<file path="config.mk">
export PLATFORM = sky130hd
export DESIGN_NAME = tsm_pin_mux
export DESIGN_NICKNAME = d
export VERILOG_FILES = /design/src/tsm_pkg.sv /design/src/tsm_pin_mux.sv
export SDC_FILE = /design/constraint.sdc
export NUM_CORES = 1
export LEC_CHECK = 0
export ABC_AREA = 0
export BUFFER_PORTS_ARGS = -buffer_cell sky130_fd_sc_hd__clkbuf_2
export CAP_MARGIN = 25
export CORE_ASPECT_RATIO = 2
export CORE_MARGIN = 3
export CORE_UTILIZATION = 35
export CTS_CLUSTER_DIAMETER = 80
export DETAILED_ROUTE_END_ITERATION = 10
export GPL_TIMING_DRIVEN = 0
export PLACE_DENSITY = 0.93
export SLEW_MARGIN = 10
export SYNTH_ARGS = -nofsm -noshare
export SYNTH_HDL_FRONTEND = slang
export SYNTH_SLANG_ARGS = --single-unit
</file>
<file path="constraint.sdc">
create_clock -name clk_i -period 2.25 [get_ports clk_i]
set_input_delay 0.3375 -clock clk_i [delete_from_list [all_inputs] [get_ports clk_i]]
set_output_delay 0.3375 -clock clk_i [all_outputs]
set_load 0.005 [all_outputs]
</file>
<file path="src/tsm_pkg.sv">
// Package of constants and carrier types for the timer and serial pin mux.
package tsm_pkg;

  // ==========================================================================
  // Remap option bit positions.
  localparam int unsigned REMAP_CH_ONE_BIT   = 4;  // Channel 1 alternate pad select.
  localparam int unsigned REMAP_CH_TWO_BIT   = 5;  // Channel 2 alternate pad select.
  localparam int unsigned REMAP_CH_THREE_BIT = 6;  // Channel 3 alternate pad select.
  localparam int unsigned REMAP_CH_FOUR_BIT  = 7;  // Channel 4 alternate pad select.
  localparam int unsigned REMAP_W            = 8;  // Width of the remap option value.

  // ==========================================================================
  // Controller configuration bit positions.
  localparam int unsigned UART_FLOW_BIT  = 5;  // Flow control enable in UART config.
  localparam int unsigned SPI_MASTER_BIT = 4;  // Master select in SPI config.
  localparam int unsigned CFG_W          = 8;  // Width of each controller config value.

  // ==========================================================================
  // Pad configuration field layout.
  localparam int unsigned PAD_FIELD_W  = 4;   // Bits per pad configuration field.
  localparam int unsigned PORT_CFG_W   = 16;  // Width of a port config register half.
  localparam int unsigned PA0_FIELD_LO = 0;   // Port A pad 0 field low bit.
  localparam int unsigned PA1_FIELD_LO = 4;   // Port A pad 1 field low bit.
  localparam int unsigned PA2_FIELD_LO = 8;   // Port A pad 2 field low bit.
  localparam int unsigned PA3_FIELD_LO = 12;  // Port A pad 3 field low bit.
  localparam int unsigned PB4_FIELD_LO = 0;   // Port B pad 4 field low bit.
  localparam int unsigned NUM_PADS     = 5;   // Pads handled by this mux.
  localparam int unsigned NUM_CH       = 4;   // Timer channels handled.

  // Pad function encodings inside a 4-bit field.
  localparam logic [3:0] PAD_CFG_ALT_OUT    = 4'h9;  // Alternate push-pull output.
  localparam logic [3:0] PAD_CFG_ALT_OUT_OD = 4'hD;  // Alternate open-drain output.
  localparam logic [3:0] PAD_CFG_RESET      = 4'h4;  // Reset value: plain input.

  // Pad indices in the pad vectors.
  localparam int unsigned PAD_A0 = 0;  // Index of port_a_0.
  localparam int unsigned PAD_A1 = 1;  // Index of port_a_1.
  localparam int unsigned PAD_A2 = 2;  // Index of port_a_2.
  localparam int unsigned PAD_A3 = 3;  // Index of port_a_3.
  localparam int unsigned PAD_B4 = 4;  // Index of port_b_4.

  // ==========================================================================
  // Serial controller mode encodings.
  typedef enum logic [1:0] {
    TSM_MODE_OFF  = 2'h0,  // Controller disabled.
    TSM_MODE_UART = 2'h1,  // Asynchronous serial.
    TSM_MODE_SPI  = 2'h2,  // SPI master or slave.
    TSM_MODE_TWO  = 2'h3   // Two-wire bus.
  } tsm_mode_t;

  // Per-pad drive state bundle.
  typedef struct packed {
    logic out;  // Level driven onto the pad.
    logic oe;   // High while the pad is driven.
  } tsm_pad_drv_t;

  // Timer channel signals, one bit per channel, channel 1 at bit 0.
  typedef struct packed {
    logic [3:0] out;     // Compare outputs from the timer.
    logic [3:0] out_en;  // Output enables from the capture/compare enable register.
  } tsm_timer_t;

endpackage : tsm_pkg

</file>
<file path="src/tsm_pin_mux.sv">
// Pin multiplexer for four timer channels, two serial controllers and trace clock.
// Summary of operation
// - Channel four: remap bit 7 picks pad b4/a2.
// - Channel one on pad a0 unless bit 4.
// - Channel three on pad a1 unless bit 6.
// - Channel two on pad a3 unless bit 5.
// - Timer drives pad if enabled and alternate selected.
// - Each pad has its own 4-bit field.
// - Request-to-send needs UART mode plus flow enable.
// - SPI master two drives data a0, clock a2.
// - SPI slave two inputs a0, a2, a3.
// - Pad a1: slave data out, master data in.
// - Two-wire data a1, clock a2, open drain.
// - SPI slave one takes select from b4.
// - Pad a3 trace clock when enabled and free.
`timescale 1ns/1ns

module tsm_pin_mux (
  input  wire logic                          clk_i,              // System clock, 50 MHz.
  input  wire logic                          rst_n_i,            // Synchronous reset, active low.
  // Configuration values.
  input  wire logic [tsm_pkg::REMAP_W-1:0]    remap_option_i,     // Timer remap option.
  input  wire logic [tsm_pkg::PORT_CFG_W-1:0] port_a_low_cfg_i,   // Port A low config.
  input  wire logic [tsm_pkg::PORT_CFG_W-1:0] port_b_high_cfg_i,  // Port B high config.
  input  wire tsm_pkg::tsm_mode_t             one_mode_i,         // Controller one mode.
  input  wire logic [tsm_pkg::CFG_W-1:0]      one_uart_cfg_i,     // Controller one UART config.
  input  wire logic [tsm_pkg::CFG_W-1:0]      one_spi_cfg_i,      // Controller one SPI config.
  input  wire tsm_pkg::tsm_mode_t             two_mode_i,         // Controller two mode.
  input  wire logic [tsm_pkg::CFG_W-1:0]      two_spi_cfg_i,      // Controller two SPI config.
  input  wire logic                          trace_en_i,         // Core trace enabled.
  // Peripheral side.
  input  wire tsm_pkg::tsm_timer_t            timer_i,            // Timer outputs and enables.
  output logic [tsm_pkg::NUM_CH-1:0]          timer_in_o,         // Timer capture inputs.
  input  wire logic                          one_rts_out_i,      // Request-to-send level.
  output logic                               one_slave_select_o, // Slave select to ctrl one.
  input  wire logic                          two_mosi_i,         // Controller two data out.
  output logic                               two_mosi_o,         // Slave data in to ctrl two.
  input  wire logic                          two_miso_i,         // Controller two slave out.
  output logic                               two_miso_o,         // Master data in to ctrl two.
  input  wire logic                          two_spi_clock_i,    // Master SPI clock out.
  output logic                               two_spi_clock_o,    // Slave SPI clock in.
  output logic                               two_slave_select_o, // Slave select in.
  input  wire logic                          two_tw_data_i,      // Two-wire data, 0 pulls low.
  output logic                               two_tw_data_o,      // Two-wire data from pad.
  input  wire logic                          two_tw_clock_i,     // Two-wire clock, 0 pulls low.
  output logic                               two_tw_clock_o,     // Two-wire clock from pad.
  input  wire logic                          cpu_trace_clock_i,  // Trace clock from core.
  // General purpose I/O side.
  input  wire logic [tsm_pkg::NUM_PADS-1:0]   gpio_out_i,         // Plain output levels.
  input  wire logic [tsm_pkg::NUM_PADS-1:0]   gpio_oe_i,          // Plain output enables.
  output logic [tsm_pkg::NUM_PADS-1:0]        gpio_in_o,          // Pad levels read back.
  // Pads: a0, a1, a2, a3, b4 at indices 0 to 4.
  input  wire logic [tsm_pkg::NUM_PADS-1:0]   pad_i,              // Pad input levels.
  output logic [tsm_pkg::NUM_PADS-1:0]        pad_o,              // Pad output levels.
  output logic [tsm_pkg::NUM_PADS-1:0]        pad_oe_o            // Pad output enables.
);

  // ==========================================================================
  // Decode helpers.

  // Extracts one 4-bit pad field from a configuration half.
  function automatic logic [3:0] pad_field(input logic [15:0] cfg, input int unsigned lo);
    pad_field = cfg[lo +: 4];
  endfunction : pad_field

  // True when a field selects an alternate output, push-pull or open drain.
  function automatic logic is_alt(input logic [3:0] f);
    is_alt = (f == tsm_pkg::PAD_CFG_ALT_OUT) || (f == tsm_pkg::PAD_CFG_ALT_OUT_OD);
  endfunction : is_alt

  // ==========================================================================
  // Configuration decode.
  logic [3:0] fld [tsm_pkg::NUM_PADS];  // Per-pad 4-bit fields.
  logic       alt [tsm_pkg::NUM_PADS];  // Per-pad alternate output selected.

  // Each pad reads its own field; port_b_4 sits in the port B high half.
  always_comb begin
    fld[tsm_pkg::PAD_A0] = pad_field(port_a_low_cfg_i, tsm_pkg::PA0_FIELD_LO);
    fld[tsm_pkg::PAD_A1] = pad_field(port_a_low_cfg_i, tsm_pkg::PA1_FIELD_LO);
    fld[tsm_pkg::PAD_A2] = pad_field(port_a_low_cfg_i, tsm_pkg::PA2_FIELD_LO);
    fld[tsm_pkg::PAD_A3] = pad_field(port_a_low_cfg_i, tsm_pkg::PA3_FIELD_LO);
    fld[tsm_pkg::PAD_B4] = pad_field(port_b_high_cfg_i, tsm_pkg::PB4_FIELD_LO);
  end

  // Alternate-output decode repeats per pad.
  for (genvar p = 0; p < tsm_pkg::NUM_PADS; p++) begin : g_alt
    assign alt[p] = is_alt(fld[p]);
  end

  // Remap bits, one per channel.
  logic rm1;  // Channel one moved off port_a_0.
  logic rm2;  // Channel two moved off port_a_3.
  logic rm3;  // Channel three moved off port_a_1.
  logic rm4;  // Channel four on port_b_4 rather than port_a_2.
  assign rm1 = remap_option_i[tsm_pkg::REMAP_CH_ONE_BIT];
  assign rm2 = remap_option_i[tsm_pkg::REMAP_CH_TWO_BIT];
  assign rm3 = remap_option_i[tsm_pkg::REMAP_CH_THREE_BIT];
  assign rm4 = remap_option_i[tsm_pkg::REMAP_CH_FOUR_BIT];

  // Controller role decode.
  logic two_spi;     // Controller two in SPI mode.
  logic two_master;  // Controller two is SPI master.
  logic two_slave;   // Controller two is SPI slave.
  logic two_tw;      // Controller two in two-wire mode.
  logic one_slave;   // Controller one is SPI slave.
  logic rts_act;     // Request-to-send function is live.
  assign two_spi    = (two_mode_i == tsm_pkg::TSM_MODE_SPI);
  assign two_master = two_spi && two_spi_cfg_i[tsm_pkg::SPI_MASTER_BIT];
  assign two_slave  = two_spi && !two_spi_cfg_i[tsm_pkg::SPI_MASTER_BIT];
  assign two_tw     = (two_mode_i == tsm_pkg::TSM_MODE_TWO);
  assign one_slave  = (one_mode_i == tsm_pkg::TSM_MODE_SPI)
                      && !one_spi_cfg_i[tsm_pkg::SPI_MASTER_BIT];
  assign rts_act    = (one_mode_i == tsm_pkg::TSM_MODE_UART)
                      && one_uart_cfg_i[tsm_pkg::UART_FLOW_BIT];

  // Timer channel drive requests on the pad each channel currently owns.
  logic t1_a0;  // Channel one drives port_a_0.
  logic t2_a3;  // Channel two drives port_a_3.
  logic t3_a1;  // Channel three drives port_a_1.
  logic t4_a2;  // Channel four drives port_a_2.
  logic t4_b4;  // Channel four drives port_b_4.
  assign t1_a0 = !rm1 && timer_i.out_en[0] && alt[tsm_pkg::PAD_A0];
  assign t2_a3 = !rm2 && timer_i.out_en[1] && alt[tsm_pkg::PAD_A3];
  assign t3_a1 = !rm3 && timer_i.out_en[2] && alt[tsm_pkg::PAD_A1];
  assign t4_a2 = !rm4 && timer_i.out_en[3] && alt[tsm_pkg::PAD_A2];
  assign t4_b4 =  rm4 && timer_i.out_en[3] && alt[tsm_pkg::PAD_B4];

  // ==========================================================================
  // Pad drive selection.
  tsm_pkg::tsm_pad_drv_t drv_d [tsm_pkg::NUM_PADS];  // Next drive per pad.

  // The timer has first claim on a shared pad; software must release it before a
  // serial function can appear, so a misconfiguration shows the timer, not a clash.
  always_comb begin
    for (int p = 0; p < tsm_pkg::NUM_PADS; p++) begin
      drv_d[p].out = gpio_out_i[p];
      drv_d[p].oe  = gpio_oe_i[p];
    end
    // Port A0: channel one, else SPI master data out.
    if (t1_a0) begin
      drv_d[tsm_pkg::PAD_A0] = '{out: timer_i.out[0], oe: 1'b1};
    end else if (two_master && alt[tsm_pkg::PAD_A0]) begin
      drv_d[tsm_pkg::PAD_A0] = '{out: two_mosi_i, oe: 1'b1};
    end else if (two_slave || (two_tw && alt[tsm_pkg::PAD_A0])) begin
      drv_d[tsm_pkg::PAD_A0] = '{out: 1'b0, oe: 1'b0};
    end
    // Port A1: channel three, else two-wire data or slave data out.
    if (t3_a1) begin
      drv_d[tsm_pkg::PAD_A1] = '{out: timer_i.out[2], oe: 1'b1};
    end else if (two_tw && fld[tsm_pkg::PAD_A1] == tsm_pkg::PAD_CFG_ALT_OUT_OD) begin
      drv_d[tsm_pkg::PAD_A1] = '{out: 1'b0, oe: !two_tw_data_i};
    end else if (two_slave && alt[tsm_pkg::PAD_A1]) begin
      drv_d[tsm_pkg::PAD_A1] = '{out: two_miso_i, oe: 1'b1};
    end else if (two_master) begin
      drv_d[tsm_pkg::PAD_A1] = '{out: 1'b0, oe: 1'b0};
    end
    // Port A2: channel four, else two-wire clock or SPI master clock.
    if (t4_a2) begin
      drv_d[tsm_pkg::PAD_A2] = '{out: timer_i.out[3], oe: 1'b1};
    end else if (two_tw && fld[tsm_pkg::PAD_A2] == tsm_pkg::PAD_CFG_ALT_OUT_OD) begin
      drv_d[tsm_pkg::PAD_A2] = '{out: 1'b0, oe: !two_tw_clock_i};
    end else if (two_master && alt[tsm_pkg::PAD_A2]) begin
      drv_d[tsm_pkg::PAD_A2] = '{out: two_spi_clock_i, oe: 1'b1};
    end else if (two_slave) begin
      drv_d[tsm_pkg::PAD_A2] = '{out: 1'b0, oe: 1'b0};
    end
    // Port A3: channel two, else trace clock, else slave select input.
    if (t2_a3) begin
      drv_d[tsm_pkg::PAD_A3] = '{out: timer_i.out[1], oe: 1'b1};
    end else if (trace_en_i && alt[tsm_pkg::PAD_A3]) begin
      drv_d[tsm_pkg::PAD_A3] = '{out: cpu_trace_clock_i, oe: 1'b1};
    end else if (two_slave) begin
      drv_d[tsm_pkg::PAD_A3] = '{out: 1'b0, oe: 1'b0};
    end
    // Port B4: channel four, else request-to-send, else slave select input.
    if (t4_b4) begin
      drv_d[tsm_pkg::PAD_B4] = '{out: timer_i.out[3], oe: 1'b1};
    end else if (rts_act && alt[tsm_pkg::PAD_B4]) begin
      drv_d[tsm_pkg::PAD_B4] = '{out: one_rts_out_i, oe: 1'b1};
    end else if (one_slave) begin
      drv_d[tsm_pkg::PAD_B4] = '{out: 1'b0, oe: 1'b0};
    end
  end

  // ==========================================================================
  // Registered pad outputs.

  // Pads are registered so every output comes from a flip-flop; reset releases all.
  always_ff @(posedge clk_i) begin
    for (int p = 0; p < tsm_pkg::NUM_PADS; p++) begin
      if (!rst_n_i) begin
        pad_o[p]    <= 1'b0;
        pad_oe_o[p] <= 1'b0;
      end else begin
        pad_o[p]    <= drv_d[p].out;
        pad_oe_o[p] <= drv_d[p].oe;
      end
    end
  end

  // ==========================================================================
  // Registered inputs to peripherals.

  // Timer inputs follow the remap bit only; the output enable plays no part.
  always_ff @(posedge clk_i) begin
    if (!rst_n_i) begin
      timer_in_o <= 4'h0;
    end else begin
      timer_in_o[0] <= pad_i[tsm_pkg::PAD_A0];
      timer_in_o[1] <= pad_i[tsm_pkg::PAD_A3];
      timer_in_o[2] <= pad_i[tsm_pkg::PAD_A1];
      timer_in_o[3] <= rm4 ? pad_i[tsm_pkg::PAD_B4] : pad_i[tsm_pkg::PAD_A2];
      // The alternate pads of channels one to three lie outside this mux, so a
      // remapped channel reads zero here.
      if (rm1) begin
        timer_in_o[0] <= 1'b0;
      end
      if (rm2) begin
        timer_in_o[1] <= 1'b0;
      end
      if (rm3) begin
        timer_in_o[2] <= 1'b0;
      end
    end
  end

  // Serial controller inputs; idle levels are driven when the role is off.
  always_ff @(posedge clk_i) begin
    if (!rst_n_i) begin
      two_mosi_o         <= 1'b0;
      two_miso_o         <= 1'b0;
      two_spi_clock_o    <= 1'b0;
      two_slave_select_o <= 1'b1;
      one_slave_select_o <= 1'b1;
      two_tw_data_o      <= 1'b1;
      two_tw_clock_o     <= 1'b1;
    end else begin
      two_mosi_o         <= two_slave ? pad_i[tsm_pkg::PAD_A0] : 1'b0;
      two_miso_o         <= two_master ? pad_i[tsm_pkg::PAD_A1] : 1'b0;
      two_spi_clock_o    <= two_slave ? pad_i[tsm_pkg::PAD_A2] : 1'b0;
      two_slave_select_o <= two_slave ? pad_i[tsm_pkg::PAD_A3] : 1'b1;
      one_slave_select_o <= one_slave ? pad_i[tsm_pkg::PAD_B4] : 1'b1;
      two_tw_data_o      <= two_tw ? pad_i[tsm_pkg::PAD_A1] : 1'b1;
      two_tw_clock_o     <= two_tw ? pad_i[tsm_pkg::PAD_A2] : 1'b1;
    end
  end

  // Plain input readback is always live, whatever function owns the pad.
  always_ff @(posedge clk_i) begin
    if (!rst_n_i) begin
      gpio_in_o <= 5'h00;
    end else begin
      gpio_in_o <= pad_i;
    end
  end

endmodule : tsm_pin_mux

</file>
Word-level counts from Yosys, hierarchy flattened
Cells that the tools add are included.
Widths: inputs -> output; s select.
{ "op_classes": {"add_sub_neg": 0, "n_mul": 0, "div_mod_pow": 0, "order_cmp": 0, "eq_ne": 14, "n_shift": 0, "mux": 18, "bitwise_logic": 1, "n_reduce_logical": 43} }
{ "op_table": {"columns": ["operator", "n"], "rows": [
  ["$eq 4x4->1 const B", 10],
  ["$mux 2", 17],
  ["$logic_and 1x1->1", 22],
  ["$logic_not 1->1", 8],
  ["$reduce_and 2->1", 4],
  ["$eq 2x2->1 const B", 3],
  ["$logic_or 1x1->1", 6],
  ["$reduce_or 2->1", 3],
  ["$eq 2x1->1 const B", 1],
  ["$mux 1", 1],
  ["$not 1->1", 1]
]} }
{ "word_totals": {"regBits": 26, "latchBits": 0, "mem_bits_rw": 0, "mem_bits_ro": 0, "output_inout_bits": 26, "elab_cells": 90, "n_memories": 0} }

Longest topological paths before layout
Gate-level depths: netlist (run 1).
{ "logic_depth": {"word_depth": 7, "ltp_mapped": 5, "ltp_nobuf": 4} }

Least setup slack after synthesis (run 1)
No wires, ideal clock.
{ "synth_timing": {"path_kind": "input to register", "from": "in two_mode_i[1]", "to": "reg pad_o[2] (netlist name)", "setup_ps": 127, "arrival_time_ps": 1167, "slack_ps": 956, "stages": 5, "n_path_buf": 1, "path_cell_list": "buf_2 nor2b_1 and3_1 a221oi_1 o22ai_1"} }
{ "synth_between": {"elab_chain_cells": 6} }
{ "synth_lines": {"columns": ["item", "line_no", "rtl"], "rows": [
  ["from (decl)", "tsm_pin_mux.sv:28", "input wire tsm_pkg::tsm_mode_t two_mode_i,"],
  ["$eq 2x2->1", "tsm_pin_mux.sv:107", "assign two_spi = (two_mode_i == tsm_pkg::TSM_MODE_SPI);"],
  ["$logic_and 1x1->1 (on tied branches)", "tsm_pin_mux.sv:109, tsm_pin_mux.sv:108", null],
  ["$mux 2 or $logic_and 1x1->1 (tied branches)", "tsm_pin_mux.sv:164, tsm_pin_mux.sv:162", null],
  ["$mux 2", "tsm_pin_mux.sv:162", "end else if (two_master && alt[tsm_pkg::PAD_A2]) begin"],
  ["$mux 2 *", "tsm_pin_mux.sv:160", "end else if (two_tw && fld[tsm_pkg::PAD_A2] == tsm_pkg::PAD_CFG_ALT_OUT_OD) begin"],
  ["$mux 2 *", "tsm_pin_mux.sv:158", "if (t4_a2) begin"],
  ["to (signal, indexed assignment)", "tsm_pin_mux.sv:195", "pad_o[p] <= drv_d[p].out;"],
  ["to (decl)", "tsm_pin_mux.sv:54", "output logic [tsm_pkg::NUM_PADS-1:0] pad_o,"]
]} }
Every way passes the cells marked *; elsewhere a longest branch is shown, timed or not.
A chain may end at the register's enable or synchronous reset.

Final worst setup path (run 1)
{ "layout_timing": {"from": "in two_spi_cfg_i[4] (netlist name)", "to": "reg pad_o[3] (netlist name)"} }
{ "layout_between": {"elab_chain_cells": 5} }
{ "layout_lines": {"columns": ["item", "line_no", "rtl"], "rows": [
  ["from (decl)", "tsm_pin_mux.sv:29", "input wire logic [tsm_pkg::CFG_W-1:0] two_spi_cfg_i,"],
  ["$logic_not 1->1", "tsm_pin_mux.sv:109", "assign two_slave = two_spi && !two_spi_cfg_i[tsm_pkg::SPI_MASTER_BIT];"],
  ["$logic_and 1x1->1", "tsm_pin_mux.sv:109", null],
  ["$mux 2", "tsm_pin_mux.sv:172", "end else if (two_slave) begin"],
  ["$mux 2", "tsm_pin_mux.sv:170", "end else if (trace_en_i && alt[tsm_pkg::PAD_A3]) begin"],
  ["$mux 2", "tsm_pin_mux.sv:168", "if (t2_a3) begin"]
]} }
Every way passes these cells.

==> results of run 1 <==
[cell usage after synthesis (all sizes together), types with 3 or more instances]
cell type,n
nand2,9
and3b,4
nand3,7
inv,3
nor3b,6
nor2,6
nand3b,5
dfxtp,26
o21a,3
a21oi,5
o21ai,4
nor2b,5
a31oi,3
nand2b,3
and2,4
[metal layers]
layer  up-vias  global-route usage (%)  part of all wire, %
met2        62                    30.9                   55
met1       509                    15.2                   34
met4         0                    9.60                  2.3
li1        590                       -                    -
met5         -                       0                    0
met3         6                    1.72                  9.0
[critical path: stages]
cell and delay (ns):
clkbuf_1 0.20, nor3b_1 0.53, nor2b_1 0.09, mux2i_1 0.16
a21oi_1 0.08
[how the worst min path moves through the flow]
| stage | startpoint | endpoint | slack [ns] | cells after the start |
|---|---|---|---|---|
| floorplan | remap_option_i[5] | timer_in_o[1] | 0.41 | 1 |
| global route | remap_option_i[6] | timer_in_o[2] | 0.24 | 2 |
| global placement | remap_option_i[6] | timer_in_o[2] | 0.51 | 2 |
| finish | remap_option_i[6] | timer_in_o[2] | 0.23 | 2 |
| CTS | remap_option_i[6] | timer_in_o[2] | 0.23 | 2 |
| detailed placement | remap_option_i[6] | timer_in_o[2] | 0.51 | 2 |
[per-stage QoR]
stage | instances | power (mW) | util [%]
global placement | 228 | 0.647 | 53.6
finish | 231 | 0.889 | 55.0
CTS | 231 | 0.897 | 55.0
detailed placement | 228 | 0.652 | 53.6
floorplan | 116 | 0.562 | -
global route | 231 | 0.929 | 55.0
[area by class of cell]
class | count | area (um2) | area share, %
flip-flops and latches | 26 | 520 | 33.3
multi-input cells | 83 | 517 | 33.1
repair buffers | 83 | 415 | 26.6
clock buffers | 3 | 41.3 | 2.64
well taps | 29 | 36.3 | 2.32
plain buffers | 4 | 20.0 | 1.28
inverters | 3 | 11.3 | 0.721
[flip-flops by register name, summed over array words and instances, names as in the netlist]
signal,cells
gpio_in_o,5
pad_o,5
pad_oe_o,5
timer_in_o,4
one_slave_select_o,1
two_miso_o,1
two_mosi_o,1
two_slave_select_o,1
two_spi_clock_o,1
two_tw_clock_o,1
two_tw_data_o,1
[kinds of logic (layout without fill, tap and decap cells)]
| logic type | count (synthesis) | after routing | synth area share [%] |
|---|---|---|---|
| AND/OR/NAND/NOR | 58 | 58 | 32.6 |
| flip-flops | 26 | 26 | 48.7 |
| AO/OA/AOI/OAI | 23 | 23 | 13.9 |
| buffers and inverters | 7 | 93 | 2.93 |
| multiplexers | 2 | 2 | 1.87 |
[report_power, final]
group | internal (mW) | switching (mW) | leakage (nW)
registers | 0.483 | 0.00574 | 0.215
clock network | 0.120 | 0.131 | 0.0216
logic | 0.0824 | 0.0675 | 0.579
[cell usage in the layout, fill, tap and decap left out, types with 2 or more instances in the layout]
cell,synthesis,final
a221oi_1,2,2
inv_1,2,2
nand3b_1,5,5
nor2_1,6,6
or2_1,2,2
a21oi_1,5,5
o21a_1,3,3
o21ai_0,3,3
nor3b_1,6,6
nand4_1,2,2
nand2b_1,3,3
mux2i_1,2,2
clkbuf_2,0,83
and2_1,4,4
clkbuf_1,2,2
nand3_1,7,7
o22ai_1,2,2
a31oi_1,3,3
and3b_1,4,4
dfxtp_1,26,26
nand2_1,9,9
clkbuf_8,0,3
nor2b_1,5,5
==> flow_metrics.env, run 1 <==
export IMPL_cap_violations=0
export IMPL_finalWorstSetupSlack_ns=1.00
export IMPL_leakage_nw=0.815
export IMPL_fin_crit_sh_pct=55.6
export IMPL_fillers=280
export IMPL_fin_setup_tns_ns=0
export IMPL_cts_inserted_buffers=3
export IMPL_drc=0
export IMPL_placed_area_um2=1520
export IMPL_start_util_pct=37.7
export IMPL_syn_inst=116
export IMPL_p_per_area_nw_per_um2=570
export IMPL_firstDrtPassIters=4
export IMPL_synth_edf_count=0
export IMPL_crit_type="in2reg"
export IMPL_syn_cell_area_um2=1070
export IMPL_io_buffers=83
export IMPL_die_width_um=45.1
export IMPL_avgSynthCellArea_um2=9.21
export IMPL_rsz0062_at_grt="false"
export IMPL_routed_wl_um=3100
export IMPL_post_place_ws_ns=0.652
export IMPL_htree_levels=1
export IMPL_row_count=27
export IMPL_syn_nets=217
export IMPL_ir_drop_v=0.000344
export IMPL_ys_types=34
export IMPL_synth_warning_count=0
export IMPL_startpoint="two_spi_cfg_i[4]"
export IMPL_grt_use_total_pct=16.3
export IMPL_viasPerCell=5.05
export IMPL_ant_nets=0
export IMPL_async_flop_share_pct=0
export IMPL_area_growth_pct=46.1
export IMPL_fin_crit_ns=1.25
export IMPL_grt_ovfl_total=0
export IMPL_cts_tree="built"
export IMPL_tightest_slew_ns=0.552
export IMPL_hold_ws_ns=0.232
export IMPL_dieArea_um2=3790
export IMPL_pin_count=127
export IMPL_cp_endpoint="pad_o[3]"
export IMPL_ctsHoldBuffers=0
export IMPL_outcome="finished, final reports clean"
export IMPL_first_iter_violations=15
export IMPL_ys_ff_latch=26
export IMPL_clock_sinks=26
export IMPL_finalSetupViolCount=0
export IMPL_synth_top_cells_by_area="dfxtp_1 (49%), nor3b_1 (4.2%), nand3b_1 (3.5%)"
export IMPL_worstPathRequired_ns=2.40
export IMPL_via_count=1167
export IMPL_cts_resized=0
export IMPL_core_area_um2=2840
export IMPL_synthFlopType="dfxtp_1"
export IMPL_dp_hpwl_um=2650
export IMPL_drive_gt1_share_pct=44.1
export IMPL_fin_nets=305
export IMPL_end_kind="flip-flop"
export IMPL_grt_max_degree=14
export IMPL_post_cts_setup_buffers=0
export IMPL_fmax_mhz=800
export IMPL_grt_pass1_vias=1126
export IMPL_grt_pass1_wl_um=4660
export IMPL_arrival_ns=1.40
export IMPL_hold_path_class="in2reg"
export IMPL_finalHoldViolCount=0
export IMPL_path_clk_slew_ns=0.08
export IMPL_drv_slew=0
export IMPL_cts_root_buf="clkbuf_8"
export IMPL_chipHeight_um=84.1
export IMPL_crit_path_max_fanout=10
export IMPL_n_antenna_cell=0
export IMPL_final_cell_area_um2=1560
export IMPL_slew_headroom_pct=63.1
export IMPL_synth_top_area_share_pct=48.7
export IMPL_ys_seq_area_share_pct=48.7
export IMPL_cts_path_max_buffers=2
export IMPL_crit_path_start_kind="input pin"
export IMPL_wire_per_inst_um=13.4
export IMPL_yosysTopAreaCell="dfxtp_1"
export IMPL_antenna_found_initial=0
export IMPL_gp_congestion=0.794
Note: power is estimated with default switching activity, not from simulation.
==> inputs of run 2 (changes only) <==
--- a/config.mk
+++ b/config.mk
@@ -10,11 +10,11 @@
 export CAP_MARGIN = 25
 export CORE_ASPECT_RATIO = 2
 export CORE_MARGIN = 3
-export CORE_UTILIZATION = 35
+export CORE_UTILIZATION = 32
 export CTS_CLUSTER_DIAMETER = 80
 export DETAILED_ROUTE_END_ITERATION = 10
 export GPL_TIMING_DRIVEN = 0
-export PLACE_DENSITY = 0.93
+export PLACE_DENSITY = 0.86
 export SLEW_MARGIN = 10
 export SYNTH_ARGS = -nofsm -noshare
 export SYNTH_HDL_FRONTEND = slang
==> constraint.sdc (replaced) <==
create_clock -name clk_i -period 1.28 [get_ports clk_i]
set_input_delay 0.192 -clock clk_i [delete_from_list [all_inputs] [get_ports clk_i]]
set_output_delay 0.192 -clock clk_i [all_outputs]
set_load 0.005 [all_outputs]
==> flow_metrics.env, run 2 (synthesized netlist as in run 1, its figures left out) <==
export IMPL_n_antenna_cell=0
export IMPL_routed_wl_um=3170
export IMPL_crit_path_start_kind="input pin"
export IMPL_antenna_found_initial=0
export IMPL_wire_per_inst_um=13.5
export IMPL_area_growth_pct=48.1
export IMPL_grt_use_total_pct=15.4
export IMPL_hold_path_class="in2reg"
export IMPL_row_count=29
export IMPL_crit_path_max_fanout=3
export IMPL_hold_ws_ns=0.0933
export IMPL_fmax_mhz=982
export IMPL_tightest_slew_ns=0.515
export IMPL_ant_nets=0
export IMPL_ctsHoldBuffers=0
export IMPL_mostFrequentLayoutCell="clkbuf_2"
export IMPL_via_count=1155
export IMPL_cts_path_max_buffers=2
export IMPL_post_place_ws_ns=-0.179
export IMPL_grt_max_degree=15
export IMPL_drv_slew=0
export IMPL_p_per_area_nw_per_um2=1030
export IMPL_final_cell_mix="clkbuf_2 (83), dfxtp_1 (26), nand2_1 (9)"
export IMPL_rsz0062_at_grt="false"
export IMPL_die_width_um=46.9
export IMPL_reg_top3="gpio_in_o: 5 flops, pad_o: 5 flops, pad_oe_o: 5 flops"
export IMPL_crit_family="simple AND/OR/NAND/NOR gates"
export IMPL_cts_root_buf="clkbuf_8"
export IMPL_grt_pass1_wl_um=4700
export IMPL_fin_nets=305
export IMPL_grt_ovfl_total=0
export IMPL_start_util_pct=33.5
export IMPL_arrival_ns=1.21
export IMPL_outcome="finished, final reports clean"
export IMPL_critPathSlowestCell="or3b_1"
export IMPL_multiInputGateArea_um2=522
export IMPL_ir_drop_v=0.000416
export IMPL_dieArea_um2=4110
export IMPL_pin_count=127
export IMPL_drc=0
export IMPL_finalWorstSetupSlack_ns=0.262
export IMPL_cts_inserted_buffers=3
export IMPL_drive_gt1_share_pct=44.8
export IMPL_regArea_um2=520
export IMPL_worstPathRequired_ns=1.47
export IMPL_fillers=343
export IMPL_power_total_mw=1.64
export IMPL_viasPerCell=4.94
export IMPL_timing_critical_path_buf_inv=1
export IMPL_crit_type="in2reg"
export IMPL_chipHeight_um=87.7
export IMPL_cts_resized=0
export IMPL_firstDrtPassIters=4
export IMPL_core_area_um2=3190
export IMPL_leakage_nw=0.824
export IMPL_slowest_delay_ns=0.37
export IMPL_fin_crit_sh_pct=79.5
export IMPL_final_core_util_pct=49.6
export IMPL_end_kind="flip-flop"
export IMPL_finalSetupViolCount=0
export IMPL_cap_violations=0
export IMPL_first_iter_violations=4
export IMPL_path_clk_slew_ns=0.08
export IMPL_clock_sinks=26
export IMPL_dp_hpwl_um=2690
export IMPL_crit_chain="clkbuf_2 -> and3b_1 -> and4b_1 -> or3b_1 -> a31oi_1"
export IMPL_fin_crit_ns=1.02
export IMPL_slew_headroom_pct=65.7
export IMPL_post_cts_setup_buffers=0
export IMPL_grt_pass1_vias=1068
export IMPL_htree_levels=1
export IMPL_io_buffers=83
export IMPL_gp_congestion=0.700
export IMPL_finalHoldViolCount=0
export IMPL_cts_tree="built"
==> run 2: metrics by stage <==
stage	instance area [um2]	instances	TNS, ns
after global routing	1580	234	0
after floorplan	1070	116	0
final	1580	234	0
after detailed placement	1520	230	-0.361
after global placement	1520	230	-0.301
after CTS	1580	234	0
==> run 2: final timing paths <==
path	from	to	slack, ns	cells after the start
max	port_b_high_cfg_i[0]	pad_o[4]	0.26	5
min	remap_option_i[4]	timer_in_o[0]	0.09	2
==> run 2: layout make-up <==
cell class | count | share of cell area [%]
well taps | 31 | 2.45
clock buffers | 4 | 3.48
inverters | 3 | 0.711
repair buffers | 83 | 26.2
plain buffers | 4 | 1.26
flip-flops and latches | 26 | 32.9
multi-input cells | 83 | 33.0
==> run 2: layer usage <==
| metal | vias to the layer above | GRT usage (%) | wire length, um |
|---|---|---|---|
| met5 | - | 0 | 0 |
| met4 | 0 | 5.29 | 38 |
| met3 | 2 | 2.06 | 236 |
| met2 | 51 | 29.0 | 1810 |
| met1 | 513 | 16.2 | 1090 |
| li1 | 589 | - | - |
==> run 2: where the power goes <==
part | internal (mW) | switching, mW
combinational | 0.145 | 0.119
sequential | 0.849 | 0.0102
clock | 0.274 | 0.240
total | 1.27 | 0.369
